`src/common/msrs_pkg.sv`:
```
// Constants and types for the modem status and register select block
package msrs_pkg;

  // Register bus
  localparam int unsigned ADDR_W = 4;
  localparam int unsigned DATA_W = 8;

  // Register offsets
  localparam logic [3:0] OFF_MODEM_STATUS   = 4'h0;  // read: status, write: selector
  localparam logic [3:0] OFF_SCRATCH        = 4'h1;
  localparam logic [3:0] OFF_DIV_LOW        = 4'h2;
  localparam logic [3:0] OFF_DIV_HIGH       = 4'h3;
  localparam logic [3:0] OFF_TX_SPACE       = 4'h4;
  localparam logic [3:0] OFF_RX_FILL        = 4'h5;
  localparam logic [3:0] OFF_MODEM_CONTROL  = 4'h6;
  localparam logic [3:0] OFF_INT_STATUS     = 4'h7;
  localparam logic [3:0] OFF_INT_MASK       = 4'h8;

  // Modem status bit positions
  localparam int unsigned MS_DCTS = 0;
  localparam int unsigned MS_DDSR = 1;
  localparam int unsigned MS_TERI = 2;
  localparam int unsigned MS_DDCD = 3;

  // Modem control bit positions
  localparam int unsigned MC_DTR  = 0;
  localparam int unsigned MC_RTS  = 1;
  localparam int unsigned MC_OUT1 = 2;
  localparam int unsigned MC_OUT2 = 3;
  localparam int unsigned MC_LOOP = 4;
  localparam int unsigned MC_W    = 5;

  // Selector field positions
  localparam int unsigned SEL_CNT_BIT = 0;
  localparam int unsigned SEL_SET_LO  = 1;
  localparam int unsigned SEL_W       = 3;

  // Register set codes in selector bits 2:1
  typedef enum logic [1:0] {
    MSRS_SET_GENERAL = 2'b00,
    MSRS_SET_FIRST   = 2'b01,
    MSRS_SET_SECOND  = 2'b10,
    MSRS_SET_RSVD    = 2'b11
  } msrs_set_e;

  // Values after reset
  localparam logic [7:0]      RST_BYTE   = 8'h00;
  localparam logic [3:0]      RST_NIB    = 4'h0;
  localparam logic [SEL_W-1:0] RST_SEL   = 3'h0;
  localparam logic [MC_W-1:0] RST_MCTL   = 5'h00;
  localparam logic [3:0]      RST_PINS_N = 4'hf;  // idle handshake pins are high

  // Synchroniser depth in cycles
  localparam int unsigned SYNC_STAGES = 2;

endpackage

```
`src/verilog/msrs_sync.sv`:
```
// Two-stage synchroniser for the modem handshake pins
`timescale 1ns/1ps
module msrs_sync
  import msrs_pkg::*;
#(
  parameter int unsigned       WIDTH   = 4,
  parameter logic [WIDTH-1:0] RST_VAL = '1
) (
  // Clock and reset
  input  wire logic             clk,
  input  wire logic             srst,
  // Asynchronous levels in, synchronised levels out
  input  wire logic [WIDTH-1:0] async_in,
  output logic      [WIDTH-1:0] sync_out
);

  logic [WIDTH-1:0] meta;

  // First stage is read only by the second
  genvar gi;
  generate
    for (gi = 0; gi < WIDTH; gi++) begin : g_bit
      always_ff @(posedge clk) begin
        if (srst) begin
          meta[gi]     <= RST_VAL[gi];
          sync_out[gi] <= RST_VAL[gi];
        end else begin
          meta[gi]     <= async_in[gi];
          sync_out[gi] <= meta[gi];
        end
      end
    end
  endgenerate

endmodule

```
`src/verilog/msrs_regs.sv`:
```
// Modem status sensing, register set selector, scratch, divisor and level counts
//
// How it works
// - Shared address: reads return modem status, writes load the feature selector.
// - Carrier, DSR and CTS changes in either direction set status bits 3, 1, 0.
// - Every read of modem status clears its change flags, except any set by a change in that same cycle.
// - Bit 7 is inverted carrier pin, or user output two in loopback.
// - Bit 6 is inverted ring pin, or user output one in loopback.
// - Bit 5 is inverted DSR pin, or the DTR control in loopback.
// - Bit 4 is inverted CTS pin, or the RTS control in loopback.
// - Ring change flag sets only when the ring pin rises low to high.
// - Any set change flag raises the modem status interrupt request.
// - The feature selector is write-only; its address reads modem status.
// - Selector bits 2:1 pick general, first extra or second extra set.
// - Selector bit 0 enables reading of the two level counters.
// - Counters are reachable only while selector bits 2:1 are both zero.
// - Scratch byte stores eight bits and reads them back unchanged.
// - High and low divisor latches form the sixteen-bit baud divisor.
// - Transmit level count reads free transmit FIFO locations, read-only.
// - Receive level count reads characters held in receive FIFO, read-only.
//
// Design decisions made here: strobed register access and the register addresses.
`timescale 1ns/1ps
module msrs_regs
  import msrs_pkg::*;
(
  // Clock and reset
  input  wire logic              clk,
  input  wire logic              srst,

  // Register port
  input  wire logic [ADDR_W-1:0] addr,
  input  wire logic [DATA_W-1:0] wdata,
  input  wire logic              wr,
  input  wire logic              rd,
  output logic      [DATA_W-1:0] rdata,

  // Interrupts
  output logic                   irq,
  output logic                   modem_int_req,

  // Modem handshake pins, active low
  input  wire logic              cd_n,
  input  wire logic              ri_n,
  input  wire logic              dsr_n,
  input  wire logic              cts_n,
  output logic                   dtr_n,
  output logic                   rts_n,
  output logic                   user_output_one_n,
  output logic                   user_output_two_n,

  // FIFO level inputs
  input  wire logic [7:0]        transmit_space_count,
  input  wire logic [7:0]        receive_fill_count,

  // Configuration outputs
  output logic [15:0]            divisor,
  output logic [1:0]             reg_set_sel,
  output logic                   counter_access,
  output logic                   loopback
);

  // State of the block, apart from the pin synchroniser stages
  typedef struct packed {
    logic              primed;
    logic [3:0]        prev_pin;
    logic [3:0]        delta;
    logic [SEL_W-1:0]  extra_feature_selector;
    logic [7:0]        scratch_byte;
    logic [7:0]        divisor_low_byte;
    logic [7:0]        divisor_high_byte;
    logic [MC_W-1:0]   modem_control;
    logic [3:0]        int_status;
    logic [3:0]        int_mask;
    logic [DATA_W-1:0] rdata;
    logic              irq;
    logic              msi;
    logic              cnt_en;
    logic [3:0]        out_n;
  } msrs_state_s;

  msrs_state_s st;
  msrs_state_s next_st;

  // Counter access decode, used by the read path and the status output
  function automatic logic cnt_open(input logic [SEL_W-1:0] sel);
    cnt_open = sel[SEL_CNT_BIT] &&
               (msrs_set_e'(sel[SEL_SET_LO +: 2]) == MSRS_SET_GENERAL);
  endfunction

  // Synchronised pins, ordered {cd, ri, dsr, cts}
  logic [3:0] pins_sync;

  msrs_sync #(
    .WIDTH   (4),
    .RST_VAL (RST_PINS_N)
  ) u_sync (
    .clk      (clk),
    .srst     (srst),
    .async_in ({cd_n, ri_n, dsr_n, cts_n}),
    .sync_out (pins_sync)
  );

  // Effective pin levels and modem status read value
  logic [3:0]        pin_lvl;
  logic [3:0]        chg;
  logic [7:0]        status_val;
  logic [DATA_W-1:0] rd_val;
  logic              rd_status;

  always_comb begin
    // Loopback feeds control bits back as if they were the pins
    if (st.modem_control[MC_LOOP]) begin
      pin_lvl = ~{st.modem_control[MC_OUT2],
                  st.modem_control[MC_OUT1],
                  st.modem_control[MC_DTR],
                  st.modem_control[MC_RTS]};
    end else begin
      pin_lvl = pins_sync;
    end

    // Change detection, skipped on the first cycle after reset
    chg = 4'h0;
    if (st.primed) begin
      chg[MS_DCTS] = st.prev_pin[0] ^ pin_lvl[0];
      chg[MS_DDSR] = st.prev_pin[1] ^ pin_lvl[1];
      chg[MS_TERI] = ~st.prev_pin[2] & pin_lvl[2];
      chg[MS_DDCD] = st.prev_pin[3] ^ pin_lvl[3];
    end

    // Upper nibble is the complement of the pin levels
    status_val = {~pin_lvl, st.delta};

    rd_status = rd && (addr == OFF_MODEM_STATUS);

    // Read decode; unmapped addresses read zero
    case (addr)
      OFF_MODEM_STATUS: begin
        rd_val = status_val;
      end
      OFF_SCRATCH: begin
        rd_val = st.scratch_byte;
      end
      OFF_DIV_LOW: begin
        rd_val = st.divisor_low_byte;
      end
      OFF_DIV_HIGH: begin
        rd_val = st.divisor_high_byte;
      end
      OFF_TX_SPACE: begin
        rd_val = cnt_open(st.extra_feature_selector) ? transmit_space_count : 8'h00;
      end
      OFF_RX_FILL: begin
        rd_val = cnt_open(st.extra_feature_selector) ? receive_fill_count : 8'h00;
      end
      OFF_MODEM_CONTROL: begin
        rd_val = {3'h0, st.modem_control};
      end
      OFF_INT_STATUS: begin
        rd_val = {4'h0, st.int_status};
      end
      OFF_INT_MASK: begin
        rd_val = {4'h0, st.int_mask};
      end
      default: begin
        rd_val = 8'h00;
      end
    endcase
  end

  // Next state
  always_comb begin
    next_st = st;

    next_st.primed   = 1'b1;
    next_st.prev_pin = pin_lvl;

    // Read data stand for one cycle only
    next_st.rdata = rd ? rd_val : 8'h00;

    // Change flags: read clears, a new change in the same cycle wins
    if (rd_status) begin
      next_st.delta = 4'h0;
    end
    next_st.delta = next_st.delta | chg;

    // Sticky interrupt status, write one to clear, set wins
    if (wr && (addr == OFF_INT_STATUS)) begin
      next_st.int_status = st.int_status & ~wdata[3:0];
    end
    next_st.int_status = next_st.int_status | chg;

    // Register writes
    if (wr) begin
      case (addr)
        OFF_MODEM_STATUS: begin
          next_st.extra_feature_selector = wdata[SEL_W-1:0];
        end
        OFF_SCRATCH: begin
          next_st.scratch_byte = wdata;
        end
        OFF_DIV_LOW: begin
          next_st.divisor_low_byte = wdata;
        end
        OFF_DIV_HIGH: begin
          next_st.divisor_high_byte = wdata;
        end
        OFF_MODEM_CONTROL: begin
          next_st.modem_control = wdata[MC_W-1:0];
        end
        OFF_INT_MASK: begin
          next_st.int_mask = wdata[3:0];
        end
        default: begin
          next_st.scratch_byte = st.scratch_byte;
        end
      endcase
    end

    // Registered outputs
    next_st.msi    = |next_st.delta;
    next_st.irq    = |(next_st.int_status & next_st.int_mask);
    next_st.cnt_en = cnt_open(next_st.extra_feature_selector);

    // Control pins held inactive in loopback
    if (next_st.modem_control[MC_LOOP]) begin
      next_st.out_n = 4'hf;
    end else begin
      next_st.out_n = ~{next_st.modem_control[MC_OUT2],
                        next_st.modem_control[MC_OUT1],
                        next_st.modem_control[MC_RTS],
                        next_st.modem_control[MC_DTR]};
    end
  end

  // State register
  always_ff @(posedge clk) begin
    if (srst) begin
      st.primed                 <= 1'b0;
      st.prev_pin               <= RST_PINS_N;
      st.delta                  <= RST_NIB;
      st.extra_feature_selector <= RST_SEL;
      st.scratch_byte           <= RST_BYTE;
      st.divisor_low_byte       <= RST_BYTE;
      st.divisor_high_byte      <= RST_BYTE;
      st.modem_control          <= RST_MCTL;
      st.int_status             <= RST_NIB;
      st.int_mask               <= RST_NIB;
      st.rdata                  <= RST_BYTE;
      st.irq                    <= 1'b0;
      st.msi                    <= 1'b0;
      st.cnt_en                 <= 1'b0;
      st.out_n                  <= RST_PINS_N;
    end else begin
      st <= next_st;
    end
  end

  // Outputs
  assign rdata             = st.rdata;
  assign irq               = st.irq;
  assign modem_int_req     = st.msi;
  assign divisor           = {st.divisor_high_byte, st.divisor_low_byte};
  assign reg_set_sel       = st.extra_feature_selector[SEL_SET_LO +: 2];
  assign counter_access    = st.cnt_en;
  assign loopback          = st.modem_control[MC_LOOP];
  assign dtr_n             = st.out_n[0];
  assign rts_n             = st.out_n[1];
  assign user_output_one_n = st.out_n[2];
  assign user_output_two_n = st.out_n[3];

endmodule

```
`config.mk`:
```
export PLATFORM = sky130hd
export DESIGN_NAME = msrs_regs
export DESIGN_NICKNAME = d
export VERILOG_FILES = /design/src/common/msrs_pkg.sv /design/src/verilog/msrs_sync.sv /design/src/verilog/msrs_regs.sv
export SDC_FILE = /design/constraint.sdc
export NUM_CORES = 1
export LEC_CHECK = 0
export ABC_AREA = 1
export BUFFER_PORTS_ARGS = -buffer_cell sky130_fd_sc_hd__buf_2
export CAP_MARGIN = 10
export CORE_UTILIZATION = 58
export DETAILED_ROUTE_END_ITERATION = 16
export GPL_ROUTABILITY_DRIVEN = 0
export PLACE_DENSITY_LB_ADDON = 0.08
export SLEW_MARGIN = 20
export SYNTH_ARGS = -nofsm -noshare
export SYNTH_HDL_FRONTEND = slang
export SYNTH_SLANG_ARGS = --single-unit
```
`constraint.sdc`:
```
create_clock -name clk -period 2.7 [get_ports clk]
set_clock_uncertainty 0.1 [all_clocks]
set_input_delay 0.405 -clock clk [delete_from_list [all_inputs] [get_ports clk]]
set_output_delay 0.405 -clock clk [all_outputs]
set_load 0.03 [all_outputs]
```
Word level (Yosys, flattened, before mapping)
Cells that the tools add are included.
- register bits after elaboration: 72
- input bits: 36
- output and inout port bits: 34
- logic and storage cells: 77
- eq/ne operators: 8
- mux-type cells: 18
- bitwise gates (word level): 14
- reduce and logical (&&, ||, !) cells: 14
- operators by type and width (cell ; count):
    one-hot mux 8 bit (9 select lines) ; 1
    2-to-1 mux 64 bit ; 1
    2-to-1 mux 8 bit ; 6
    2-to-1 mux 32 bit ; 1
    2-to-1 mux 4 bit ; 7
    == test 4 x 3 -> 1 bit, second input constant ; 4
    NOT 4 bit ; 4
    AND 4 bit ; 2
    == test 4 x 2 -> 1 bit, second input constant ; 2
    OR 4 bit ; 2
    OR reduction 4 bit ; 2
    AND reduction 2 bit ; 3
    2-to-1 mux 5 bit ; 1
    == test 4 x 1 -> 1 bit, second input constant ; 1
    == test 4 bit, second input constant ; 1
    logical AND 1 bit ; 4
    logical NOT 2 bit ; 2
    logical NOT 4 bit ; 1
    OR reduction 2 bit ; 2
    2-to-1 mux 3 bit ; 1
    XOR 1 bit ; 3
    NOT 1 bit ; 2
    AND 1 bit ; 1

Depth between registers and ports, before layout
- depth in word-level cells: 8
- gate-level depth with buffers: 11
- gate-level depth less buffers: 10

By module
A second synthesis with hierarchy kept.
- cells, all modules: 460
- area total of the unflattened synthesis: 3226.8 sq um
- by module, submodules not included (module ; instances ; cells each ; area an instance (sq um) ; sequential area each (sq um)):
    msrs_regs ; 1 ; 435 ; 3002.9 ; 1281.2
    msrs_sync ; 1 ; 25 ; 224.0 ; 160.2

Worst setup path before layout
Ideal clock, no wire load.
- path type: register -> register
- from: register st (netlist bit loopback)
- to: register st (netlist bit modem_int_req)
- setup time: 0.070 ns
- arrival time: 1.371 ns
- data required time: 2.530 ns
- path slack: 1.159 ns
- stages on the path, launching flop included: 7
- buffers on the path: 0
- period minus slack after synthesis: 1.541 ns
- cells stage by stage: dfxtp_1 -> inv_1 -> o21ai_0 -> nand3b_1 -> o21ai_0 -> nor2_1 -> a21oi_1
- word-level cells in the longest chain between the ends: 5
- elaborated cells on any way between the ends: 8
- those cells by class: mux (2); bitwise (5); reduce/logical (1)
- RTL lines (what ; RTL line ; RTL):
    start, declared ; msrs_regs.sv:82 ; msrs_state_s st;
    start signal, assigned ; msrs_regs.sv:255 ; st <= next_st;
    2-to-1 mux 4 bit (*) ; msrs_regs.sv:113 ; if (st.modem_control[MC_LOOP]) begin
    XOR 1 bit, or another cell as far along ; msrs_regs.sv:125 ; chg[MS_DCTS] = st.prev_pin[0] ^ pin_lvl[0];
    2-to-1 mux 4 bit (*) ; msrs_regs.sv:124 ; if (st.primed) begin
    OR 4 bit (*) ; msrs_regs.sv:185 ; next_st.delta = next_st.delta | chg;
    OR reduction 4 bit (*) ; msrs_regs.sv:221 ; next_st.msi = |next_st.delta;
Every way passes the cells marked *; elsewhere a longest branch is shown, timed or not.
A chain may end at the register's enable or synchronous reset.

Worst setup path in the final report
Ends and elaborated chain as after synthesis.

==> out/summary.txt <==
Status -> completed
Net Count, Synth -> 489
Worst-path fanout max -> 7
# port buffers -> 69
Setup crit end kind -> flip-flop
Hold Fails Final Rpt -> 0
Clock Latency Late Sink -> 0.35 ns
Final setup fails -> 0
Initial DRC count -> 174
Number of global-route vias before repair -> 2724
Global-route wire length before repair -> 12.88 mm
Setup tns final -> 0 ns
Leak -> 1.673 nW
Startpoint types -> flip-flop
F_max -> 628.4 MHz
Core box area -> 5238 um^2
Longest Clk Path Bufs -> 2
Filler Cells Inserted -> 481
Via count of the routed design -> 3014
Die area -> 5904 um^2
Initial antenna violation count -> 0
Hold WC Path Type -> input pin to flip-flop
Slew @ Worst Pin -> 0.4722 ns
Setup WS pre-CTS -> 0.8918 ns
CTS tree -> yes
Via density -> 5.288
Row count -> 26
Post-layout min period -> 1.591 ns
Placed insts -> 555
# Post-CTS Setup Buffers -> 0
DR pass1 iterations -> 6
CTS sink count -> 72
CTS Buf Count -> 9
Max_cap viols -> 0
Area Overhead vs Synth -> 11.52%
Area after DPL -> 3427 um^2
Pins over their slew limit -> 0
Aggregate global routing overflow -> 0
CTS clk-pin slew, worst paths -> 0.07 ns
CTS root buf -> clkbuf_8
Htree depth -> 3
Initial core utilization -> 0.6202
PwrDens -> 587.9 nW/um^2
Die width -> 76.84 um
CTS Hold Bufs -> 0
CP required -> 2.88 ns
Peak supply drop -> 0.4481 mV
RSZ-0062 raised after global routing -> no
Post-synthesis register bit count -> 72
Gate Count Post-Synth -> 453
Share of layout cells above drive strength 1 -> 0.2280
Sequential fraction of the synthesis area -> 0.4438
Multi-input logic area -> 1346 um^2
Drt drc -> 0
Storage element area -> 1441 um^2
Crit path arrival time -> 1.77 ns
Crit share post-route -> 0.5894
Synthesized area -> 3248 um^2
Final WS setup -> 1.109 ns
Final wirelength -> 7.954 mm
Post-route ant nets -> 0
Ant diodes -> 0
Synth cell types -> 29
Fin area -> 3622 um^2
Largest net degree at the start of global routing -> 37
Total design power -> 2.130 mW
Critical path class -> flip-flop to flip-flop
# nets final -> 532
Wire per inst -> 13.95 um
Syn Area/Cell -> 7.170 um^2
I/O pins -> 70
Slew HR -> 0.6848
Hpwl dp -> 5.916 mm
Non-Filler Instances -> 570
GRT Overall Usage -> 0.2841
Yosys warns -> 0
Die height -> 76.84 um
Cts repair resizes -> 0
[logic make-up (layout without fill, tap and decap cells)]
group                  Yosys count  after routing  synth area share
AOI/OAI and AO/OA               73             73            0.1213
buffers and inverters           90            137            0.1418
DFF                             72             72            0.4438
and+or+nand+nor                218            218            0.2931
[critical path, cell delays in order (launching register included)]
cell,delay (ns)
dfxtp_1,0.40
inv_1,0.14
o21ai_0,0.32
nand3b_1,0.21
o21ai_0,0.15
nor2_1,0.08
a21oi_1,0.14
[path summary, 6_finish.rpt]
| check | from | cells past startpoint | slack (ns) | end |
|---|---|---|---|---|
| min reg2reg | u_sync.meta[3]$_SDFF_PP1_ | 1 | 0.31 | u_sync.sync_out[3]$_SDFF_PP1_ |
| min | cd_n | 2 | 0.13 | u_sync.meta[3]$_SDFF_PP1_ |
| max reg2reg | loopback$_SDFF_PP0_ | 6 | 1.11 | modem_int_req$_SDFF_PP0_ |
| max | loopback$_SDFF_PP0_ | 6 | 1.11 | modem_int_req$_SDFF_PP0_ |
[synth_stat cells]
| cell | instances | area, um^2 |
|---|---|---|
| nand2_1 | 119 | 446.7 |
| nor2_2 | 4 | 25.02 |
| o211ai_1 | 1 | 7.510 |
| o21a_1 | 1 | 7.510 |
| o21ai_0 | 25 | 125.1 |
| o211a_1 | 1 | 10.01 |
| nand3_1 | 40 | 200.2 |
| dfxtp_1 | 72 | 1441 |
| or2_2 | 9 | 56.30 |
| o21ai_2 | 1 | 8.760 |
| buf_2 | 2 | 10.01 |
| nand2_2 | 3 | 18.77 |
| o22ai_1 | 2 | 12.51 |
| clkbuf_1 | 6 | 22.52 |
| buf_1 | 1 | 3.750 |
| a211oi_2 | 1 | 12.51 |
| a31oi_1 | 1 | 6.260 |
| nor2_4 | 4 | 45.04 |
| nand4_1 | 1 | 6.260 |
| inv_2 | 5 | 18.77 |
| o221ai_1 | 1 | 8.760 |
| nand3b_1 | 1 | 7.510 |
| buf_4 | 28 | 210.2 |
| nand3_2 | 1 | 10.01 |
| inv_1 | 46 | 172.7 |
| nor2_1 | 35 | 131.4 |
| nor3_1 | 1 | 5.000 |
| a21oi_1 | 39 | 195.2 |
| buf_6 | 2 | 22.52 |
[final cells by class]
type	instances	area share
inverters	51	0.05285
multi-input cells	291	0.3717
clock inverters	5	0.01589
clock buffers	10	0.03800
well taps	70	0.02418
flip-flops and latches	72	0.3979
repair buffers	71	0.09948
[flip-flops by register name, summed over array words and instances (netlist names)]
name / count
modem_int_req: 1
u_sync.sync_out: 4
counter_access: 1
dtr_n: 1
rts_n: 1
user_output_one_n: 1
st: 30
rdata: 8
loopback: 1
user_output_two_n: 1
reg_set_sel: 2
irq: 1
divisor: 16
u_sync.meta: 4
[power by group]
part	switching, mW	internal [mW]
sequential	0.0119	1.09
combinational	0.123	0.0562
clock	0.406	0.445
[layout by cell type (no fill, tap or decap)]
master	synthesis	final
o21ai_0	25	25
o211a_1	1	1
clkinv_2	0	1
a21oi_1	39	39
nand3_2	1	1
or2_2	9	9
clkbuf_8	0	10
a31oi_1	1	1
o211ai_1	1	1
o21a_1	1	1
inv_2	5	5
nor2_1	35	35
nor2_2	4	4
nand2_2	3	3
nand4_1	1	1
nand3_1	40	40
bufinv_16	0	1
nand3b_1	1	1
o21ai_2	1	1
clkinvlp_4	0	3
nor3_1	1	1
nand2_1	119	119
o221ai_1	1	1
nor2_4	4	4
a211oi_2	1	1
o22ai_1	2	2
buf_4	28	2
buf_2	2	69
dfxtp_1	72	72
inv_1	46	46
[per-layer routing]
layer,GRT usage,vias to the layer above,routed length [um]
met1,0.3704,1375,3694
met5,0,-,0
met3,0.06667,22,559
met2,0.4429,124,3499
met4,0.1327,0,200
li1,-,1493,-
[metrics by stage]
stage / util / hold slack (ns)
3_3_place_gp: 0.6543 / 0.2937
2_1_floorplan: - / 0.2895
5_1_grt: 0.6916 / 0.1249
4_1_cts: 0.6916 / 0.1216
3_5_place_dp: 0.6543 / 0.2979
6_report: 0.6916 / 0.1334
Note: power is estimated with default switching activity, not from simulation.
